### src/logic/sram_cycle_pkg.sv
// Shared widths, reset values and cycle kinds of the burst SRAM cycle decoder
`default_nettype none

package sram_cycle_pkg;

  localparam int DATA_W = 36;
  localparam int LANES = 4;
  localparam int LANE_W = 9;
  localparam int ADDR_W = 19;
  localparam int BURST_W = 2;

  localparam logic [ADDR_W-1:0] ADDR_RESET = 19'h00000;
  localparam logic [DATA_W-1:0] DATA_RESET = 36'h000000000;
  localparam logic [LANES-1:0] LANES_NONE = 4'h0;
  localparam logic [LANES-1:0] LANES_ALL = 4'hF;
  localparam logic [BURST_W-1:0] BURST_ZERO = 2'h0;
  localparam logic [BURST_W-1:0] BURST_STEP = 2'h1;

  typedef enum logic [2:0] {
    CYC_IDLE,
    CYC_DESELECT,
    CYC_BEGIN,
    CYC_CONTINUE,
    CYC_SUSPEND,
    CYC_SLEEP
  } cycle_t;

endpackage

`default_nettype wire

### src/logic/burst_if.sv
// Link between the cycle decoder and the 2-bit burst counter
`timescale 1ns/1ns
`default_nettype none

interface burst_if;
  logic load;
  logic advance;
  logic linearOrder;
  logic [sram_cycle_pkg::BURST_W-1:0] startBits;
  logic [sram_cycle_pkg::BURST_W-1:0] curBits;
  logic [sram_cycle_pkg::BURST_W-1:0] nextBits;

  modport decoder (
    output load,
    output advance,
    output linearOrder,
    output startBits,
    input curBits,
    input nextBits
  );

  modport counter (
    input load,
    input advance,
    input linearOrder,
    input startBits,
    output curBits,
    output nextBits
  );
endinterface

`default_nettype wire

### src/logic/sync_burst_sram_cycle_control.sv
// Cycle decoder of a synchronous flow-through burst SRAM
//
// Contract
// - Deselect on primary select high with controller strobe, or expansion selects inactive.
// - Sleep request high: power down, ignore inputs, keep data pins tri-stated.
// - All selects active and processor strobe low begin a read at external address.
// - Controller strobe start begins burst at external address; write qualifier picks direction.
// - Strobes high, advance low, qualifier high: read at next burst address.
// - Strobes high, advance low, qualifier low: write at next burst address.
// - Strobes high, advance high, qualifier high: read at current address, no advance.
// - Strobes high, advance high, qualifier low: write at unchanged current address.
// - Write qualifier active on global write low, or gate low with any lane low.
// - Write qualifier inactive when all lane selects, gate and global write high.
// - Data pin drive follows current cycle type and present output enable level.
// - Output enable acts combinationally on data drivers, never registered.
// - A processor strobe start is always a read, whatever the write inputs.
// - Output enable is masked during writes; data pins stay inputs.
// - In reads, data tri-stated when output enable high or device deselected.
// - In reads, all data bits driven while output enable is low.
// - Global write low overrides gate and lane selects, writing every lane.
// - Any lane combination legal; only selected lanes, with parity, are written.
// - Burst order linear when order select low, interleaved when high.
// - Controller strobe ignored when processor strobe is low on the same edge; the code ignores it only while primary select is also low.
`timescale 1ns/1ns
`default_nettype none

module sync_burst_sram_cycle_control (
  input wire logic clock,
  input wire logic srst,
  input wire logic clockEnable,
  input wire logic primary_select_n,
  input wire logic expansion_select_high,
  input wire logic expansion_select_n,
  input wire logic sleep_request,
  input wire logic processor_addr_strobe_n,
  input wire logic controller_addr_strobe_n,
  input wire logic burst_advance_n,
  input wire logic global_write_n,
  input wire logic byte_write_gate_n,
  input wire logic lane_a_write_n,
  input wire logic lane_b_write_n,
  input wire logic lane_c_write_n,
  input wire logic lane_d_write_n,
  input wire logic burstOrderSelect,
  input wire logic outputEnable_n,
  input wire logic [sram_cycle_pkg::ADDR_W-1:0] address,
  input wire logic [sram_cycle_pkg::DATA_W-1:0] dqIn,
  input wire logic [sram_cycle_pkg::DATA_W-1:0] coreReadData,
  output logic [sram_cycle_pkg::DATA_W-1:0] dqOut,
  output logic [sram_cycle_pkg::DATA_W-1:0] dqOe,
  output logic [sram_cycle_pkg::ADDR_W-1:0] coreAddr,
  output logic [sram_cycle_pkg::LANES-1:0] coreWriteLanes,
  output logic [sram_cycle_pkg::DATA_W-1:0] coreWriteData,
  output logic coreRead,
  output sram_cycle_pkg::cycle_t cycleKind,
  output logic sleeping
);

  // ********************************************************
  // Pin synchronisers for sleep and order select
  // ********************************************************
  logic sleepMeta;
  logic sleepSync;
  logic orderMeta;
  logic orderSync;

  always_ff @(posedge clock) begin
    if (srst) begin
      sleepMeta <= 1'b0;
      sleepSync <= 1'b0;
      orderMeta <= 1'b1;
      orderSync <= 1'b1;
    end else if (clockEnable) begin
      sleepMeta <= sleep_request;
      sleepSync <= sleepMeta;
      orderMeta <= burstOrderSelect;
      orderSync <= orderMeta;
    end
  end

  // ********************************************************
  // Write qualifier and lane decode
  // ********************************************************
  logic [sram_cycle_pkg::LANES-1:0] laneSelect_n;
  logic [sram_cycle_pkg::LANES-1:0] laneWrites;
  logic writeQualifier_n;

  assign laneSelect_n = {lane_d_write_n, lane_c_write_n, lane_b_write_n, lane_a_write_n};

  function automatic logic [sram_cycle_pkg::LANES-1:0] lanesToWrite(
    input logic globalN,
    input logic gateN,
    input logic [sram_cycle_pkg::LANES-1:0] selectN
  );
    if (!globalN) begin
      lanesToWrite = sram_cycle_pkg::LANES_ALL;
    end else if (!gateN) begin
      lanesToWrite = ~selectN;
    end else begin
      lanesToWrite = sram_cycle_pkg::LANES_NONE;
    end
  endfunction

  assign laneWrites = lanesToWrite(global_write_n, byte_write_gate_n, laneSelect_n);
  assign writeQualifier_n = ~(|laneWrites);

  // ********************************************************
  // Cycle decode
  // ********************************************************
  logic selectsActive;
  logic processorStart;
  logic processorDeselect;
  logic controllerStart;
  logic strobesIdle;
  logic beginWrite;
  logic burstWrite;
  logic nextWrite;
  sram_cycle_pkg::cycle_t next_cycle;

  assign selectsActive = ~primary_select_n & expansion_select_high & ~expansion_select_n;
  // Processor strobe counts only while the primary select is low
  assign processorStart = ~processor_addr_strobe_n & ~primary_select_n;
  assign processorDeselect = processorStart & ~selectsActive;
  assign controllerStart = ~processorStart & ~controller_addr_strobe_n;
  assign strobesIdle = ~processorStart & controller_addr_strobe_n;

  assign next_cycle = sleepSync ? sram_cycle_pkg::CYC_SLEEP :
                      processorDeselect ? sram_cycle_pkg::CYC_DESELECT :
                      processorStart ? sram_cycle_pkg::CYC_BEGIN :
                      (controllerStart & ~selectsActive) ? sram_cycle_pkg::CYC_DESELECT :
                      controllerStart ? sram_cycle_pkg::CYC_BEGIN :
                      (strobesIdle & ~burst_advance_n) ? sram_cycle_pkg::CYC_CONTINUE :
                      sram_cycle_pkg::CYC_SUSPEND;

  assign beginWrite = controllerStart & ~writeQualifier_n;
  assign burstWrite = strobesIdle & ~writeQualifier_n;
  assign nextWrite = beginWrite | burstWrite;

  // ********************************************************
  // Burst counter
  // ********************************************************
  burst_if burstLink ();

  logic isBegin;
  logic isContinue;
  logic isSuspend;
  logic [sram_cycle_pkg::ADDR_W-1:0] burstBase;
  logic [sram_cycle_pkg::ADDR_W-1:0] next_coreAddr;

  assign isBegin = (next_cycle == sram_cycle_pkg::CYC_BEGIN);
  assign isContinue = (next_cycle == sram_cycle_pkg::CYC_CONTINUE);
  assign isSuspend = (next_cycle == sram_cycle_pkg::CYC_SUSPEND);

  assign burstLink.load = isBegin;
  assign burstLink.advance = isContinue;
  assign burstLink.linearOrder = ~orderSync;
  assign burstLink.startBits = address[sram_cycle_pkg::BURST_W-1:0];

  burst_counter counterUnit (
    .clock(clock),
    .srst(srst),
    .clockEnable(clockEnable),
    .link(burstLink.counter)
  );

  always_comb begin
    next_coreAddr = coreAddr;
    unique case (next_cycle)
      sram_cycle_pkg::CYC_BEGIN: begin
        next_coreAddr = address;
      end
      sram_cycle_pkg::CYC_CONTINUE: begin
        next_coreAddr = {burstBase[sram_cycle_pkg::ADDR_W-1:sram_cycle_pkg::BURST_W], burstLink.nextBits};
      end
      sram_cycle_pkg::CYC_SUSPEND: begin
        next_coreAddr = {burstBase[sram_cycle_pkg::ADDR_W-1:sram_cycle_pkg::BURST_W], burstLink.curBits};
      end
      default: begin
        next_coreAddr = coreAddr;
      end
    endcase
  end

  // ********************************************************
  // Cycle registers
  // ********************************************************
  logic readDrive;
  logic next_readDrive;
  logic [sram_cycle_pkg::LANES-1:0] next_writeLanes;
  logic dataCycle;

  assign dataCycle = isBegin | isContinue | isSuspend;
  assign next_readDrive = dataCycle & ~nextWrite;
  assign next_writeLanes = (dataCycle & nextWrite) ? laneWrites : sram_cycle_pkg::LANES_NONE;

  always_ff @(posedge clock) begin
    if (srst) begin
      cycleKind <= sram_cycle_pkg::CYC_IDLE;
      burstBase <= sram_cycle_pkg::ADDR_RESET;
      coreAddr <= sram_cycle_pkg::ADDR_RESET;
      readDrive <= 1'b0;
      coreRead <= 1'b0;
      coreWriteLanes <= sram_cycle_pkg::LANES_NONE;
      coreWriteData <= sram_cycle_pkg::DATA_RESET;
      sleeping <= 1'b0;
    end else if (clockEnable) begin
      cycleKind <= next_cycle;
      sleeping <= sleepSync;
      readDrive <= next_readDrive;
      coreRead <= next_readDrive;
      coreWriteLanes <= next_writeLanes;
      coreAddr <= next_coreAddr;
      if (isBegin) begin
        burstBase <= address;
      end
      if (dataCycle & nextWrite) begin
        coreWriteData <= dqIn;
      end
    end
  end

  // ********************************************************
  // Data pin drivers
  // ********************************************************
  // Output enable and sleep are asynchronous pins and gate the drivers directly
  logic driveData;

  assign driveData = readDrive & ~outputEnable_n & ~sleep_request;
  assign dqOe = {sram_cycle_pkg::DATA_W{driveData}};
  assign dqOut = coreReadData;

endmodule

`default_nettype wire

### src/logic/burst_counter.sv
// Two-bit wraparound burst counter with linear or interleaved order
`timescale 1ns/1ns
`default_nettype none

module burst_counter (
  input wire logic clock,
  input wire logic srst,
  input wire logic clockEnable,
  burst_if.counter link
);

  logic [sram_cycle_pkg::BURST_W-1:0] start;
  logic [sram_cycle_pkg::BURST_W-1:0] count;
  logic [sram_cycle_pkg::BURST_W-1:0] countPlus;

  // ********************************************************
  // Order mapping
  // ********************************************************
  function automatic logic [sram_cycle_pkg::BURST_W-1:0] orderBits(
    input logic linear,
    input logic [sram_cycle_pkg::BURST_W-1:0] first,
    input logic [sram_cycle_pkg::BURST_W-1:0] step
  );
    orderBits = linear ? sram_cycle_pkg::BURST_W'(first + step) : (first ^ step);
  endfunction

  assign countPlus = sram_cycle_pkg::BURST_W'(count + sram_cycle_pkg::BURST_STEP);
  assign link.curBits = orderBits(link.linearOrder, start, count);
  assign link.nextBits = orderBits(link.linearOrder, start, countPlus);

  // ********************************************************
  // Counter state
  // ********************************************************
  always_ff @(posedge clock) begin
    if (srst) begin
      start <= sram_cycle_pkg::BURST_ZERO;
      count <= sram_cycle_pkg::BURST_ZERO;
    end else if (clockEnable) begin
      if (link.load) begin
        start <= link.startBits;
        count <= sram_cycle_pkg::BURST_ZERO;
      end else if (link.advance) begin
        count <= countPlus;
      end
    end
  end

endmodule

`default_nettype wire

### config.mk
export PLATFORM = sky130hd
export DESIGN_NAME = sync_burst_sram_cycle_control
export DESIGN_NICKNAME = d
export VERILOG_FILES = /design/src/logic/sram_cycle_pkg.sv /design/src/logic/burst_if.sv /design/src/logic/sync_burst_sram_cycle_control.sv /design/src/logic/burst_counter.sv
export SDC_FILE = /design/constraint.sdc
export NUM_CORES = 1
export LEC_CHECK = 0
export BUFFER_PORTS_ARGS = -buffer_cell sky130_fd_sc_hd__buf_2
export CAP_MARGIN = 10
export CORE_ASPECT_RATIO = 0.9
export CORE_MARGIN = 2
export CORE_UTILIZATION = 45
export DETAILED_ROUTE_END_ITERATION = 16
export GPL_TIMING_DRIVEN = 0
export PLACE_DENSITY = 0.82
export SKIP_CTS_REPAIR_TIMING = 1
export SYNTH_ARGS = -nofsm -noshare
export SYNTH_HDL_FRONTEND = slang
export SYNTH_SLANG_ARGS = --single-unit
### constraint.sdc
create_clock -name clock -period 6.35 [get_ports clock]
set_input_delay 0.635 -clock clock [delete_from_list [all_inputs] [get_ports clock]]
set_output_delay 0.635 -clock clock [all_outputs]
set_load 0.1 [all_outputs]
==> flow_metrics.tcl <==
set metrics [dict create \
    antenna_found_initial 0 \
    drv_cap 0 \
    reg2reg_to "coreAddr[16]" \
    design_area_um2 5670 \
    min_period_ns 2.92 \
    dieArea_um2 10300 \
    routed_via_density 4.83 \
    path_clk_slew_ns 0.10 \
    setup_tns_ns 0 \
    synth_nets 595 \
    startpoint_type "input port" \
    grt_overflow_total 0 \
    routed-via-count 4010 \
    io_buffers 207 \
    ys_ff_latch 89 \
    cts_sinks 89 \
    r2r_start "sleepSync" \
    areaGrowthSynthToFinish_pct 32.6 \
    wl_mm 11.4 \
    drive_gt1_share_pct 44.6 \
    ff2ff_path_depth 5 \
    rrSetupSlack_ns 4.82 \
    wl_per_cell_um 13.7 \
    setup_viol 0 \
    critPathLaunch "sleep_request" \
    dp_hpwl_mm 8.83 \
    clockRootBuffer "clkbuf_8" \
    grt_max_degree 22 \
    rows 33 \
    crit_fanout 21 \
    htreeDepth 3 \
    power.total_uw 1440 \
    core_area_um2 9170 \
    max_freq_mhz 343 \
    p_per_area_nw_per_um2 254 \
    cp-end-kind "output pin" \
    first_global_vias 3745 \
    tightest_slew_ns 0.840 \
    die_h_um 96.5 \
    worstSetupPathType "in -> out" \
    drtIter0Drc 201 \
    ys_top_cells_by_area "dfxtp_1 (42%), mux2i_1 (14%), buf_4 (13%), nand2_1 (8.1%), nor2_1 (3.9%)" \
    worstPathArrival_ns 2.28 \
    p_leak_uw 0.00293 \
    clk_latency_ns 0.36 \
    ys.warnings.count 0 \
    syn_inst 484 \
    status "completed" \
    final_util_pct 61.9 \
    drt_pre_antenna_iters 4 \
    rsz0062_at_grt "false" \
    placed_cell_area_um2 5480 \
    die_x_um 107 \
    hold_path.class "reg -> reg" \
    vdd_ir_drop_max_mv 0.118 \
    synth_top_area_cell "dfxtp_1" \
    gp_congestion 0.826 \
    ys_seq_area_share_pct 41.6 \
    cts_tree "done" \
    start_util_pct 46.7 \
    post-route-period-util_pct 45.9 \
    n_antenna_cell 0 \
    cts_buffers 9 \
    nFillCells 784 \
    endpoint "dqOe[30]" \
    skew_ns 0.0224 \
    synth_top_area_share_pct 41.6 \
    maxSlewHeadroom_pct 43.8 \
    slew_viol_final 0 \
    synth-edff-count 0 \
    hold_slack_ns 0.459 \
    fin_nets 814 \
    grt_pass1_wl_mm 17.6 \
    clk_path_buf_depth 2 \
    drc 0 \
    ys.flop_type "dfxtp_1" \
    avgSynthCellArea_um2 8.84 \
    ant_nets 0 \
    grtUsageTotal_pct 21.4 \
    ios 245 \
    synth_cell_type_count 37 \
    cp_data_required_time_ns 5.71 \
    syn_area_um2 4280 \
    finalHoldViolations 0 \
    async_flop_share_pct 0 \
]
==> kinds of logic (layout without fill, tap and decap cells) <==
logic type | after synthesis | after routing | share of synthesized area [%]
simple gates | 162 | 162 | 16.3
flops | 89 | 89 | 41.6
xor+xnor | 5 | 5 | 1.35
fa+ha+maj | 2 | 2 | 0.585
mux | 60 | 60 | 14.0
compound gates | 58 | 58 | 9.16
buf+inv | 108 | 332 | 16.9
==> routing by layer <==
layer	global-route usage, %	vias up	part of all wire, %
met2	38.4	196	49
met4	8.33	0	2.6
met3	5.37	25	9.0
met1	24.9	1803	40
met5	0	-	0
li1	-	1986	-
==> flip-flops by register name, indices dropped and copies added (netlist names) <==
register	flops
coreWriteData	36
readDrive	1
orderMeta	1
burstBase	18
sleepMeta	1
sleeping	1
orderSync	1
coreWriteLanes	4
coreAddr	19
counterUnit.start	1
counterUnit.count	2
cycleKind	3
sleepSync	1
==> Yosys cell counts (all sizes together) (2+ instances only) <==
library cell,count
inv,5
nand2b,2
nor2b,5
buf,85
nand3b,3
o21ai,24
a31oi,3
xnor2,4
a31o,4
nor3,4
nor2,44
nor3b,6
a311oi,17
dfxtp,89
a21oi,4
nand2,92
clkbuf,18
nand3,5
ha,2
mux2i,60
==> worst max-delay path, stage by stage <==
cell and delay [ns]:
buf_2 0.12, nor3b_2 0.70, buf_6 0.28, buf_4 0.13, buf_2 0.41
==> layout make-up <==
class / instances / area, um2 / share of cell area (%)
plain buffers: 103 / 706 / 12.4
clock buffers: 11 / 141 / 2.49
well taps: 122 / 153 / 2.69
clock inverters: 5 / 46.3 / 0.816
flip-flops and latches: 89 / 1780 / 31.4
inverters: 5 / 18.8 / 0.331
multi-input cells: 287 / 1780 / 31.3
repair buffers: 208 / 1050 / 18.5
==> stage by stage <==
stage	worst slack, ns	instances
after CTS	3.41	830
after floorplan	2.10	484
final	3.43	830
after detailed placement	3.41	814
after global routing	3.31	830
after global placement	1.91	813
==> worst min-delay path by stage <==
stage	cells after the start	from	slack (ns)	to
6_report	2	coreWriteData[34]	0.46	coreWriteData[34]
5_1_grt	2	coreWriteData[18]	0.48	coreWriteData[18]
4_1_cts	2	coreWriteData[27]	0.46	coreWriteData[27]
3_5_place_dp	2	coreWriteData[32]	0.45	coreWriteData[32]
3_3_place_gp	2	coreWriteData[21]	0.44	coreWriteData[21]
2_1_floorplan	2	orderMeta	0.44	orderMeta
==> cells in the final DEF (no fill, tap or decap), drive strengths merged <==
cell type  Yosys  final
clkinv         0      2
o21ba          1      1
a41oi          1      1
dfxtp         89     89
nand2b         2      2
o31a           1      1
a31oi          3      3
o21a           1      1
xnor3          1      1
buf           85    293
a21oi          4      4
a311oi        17     17
o21ai         24     24
and2           1      1
inv            5      8
a31o           4      4
ha             2      2
nor2b          5      5
nor3           4      4
o22ai          1      1
mux2i         60     60
nand2         92     92
nor2          44     44
nand3b         3      3
o211ai         1      1
xnor2          4      4
nand3          5      5
clkbuf        18     29
nor3b          6      6
==> report_power, final <==
| part | switching [uW] | leakage, uW | total (uW) | internal (uW) |
|---|---|---|---|---|
| registers | 13.4 | 0.000726 | 598 | 584 |
| clock network | 217 | 0.0000964 | 377 | 161 |
| logic | 364 | 0.00211 | 463 | 99.1 |
No activity file was read; power rests on OpenSTA's default activity.
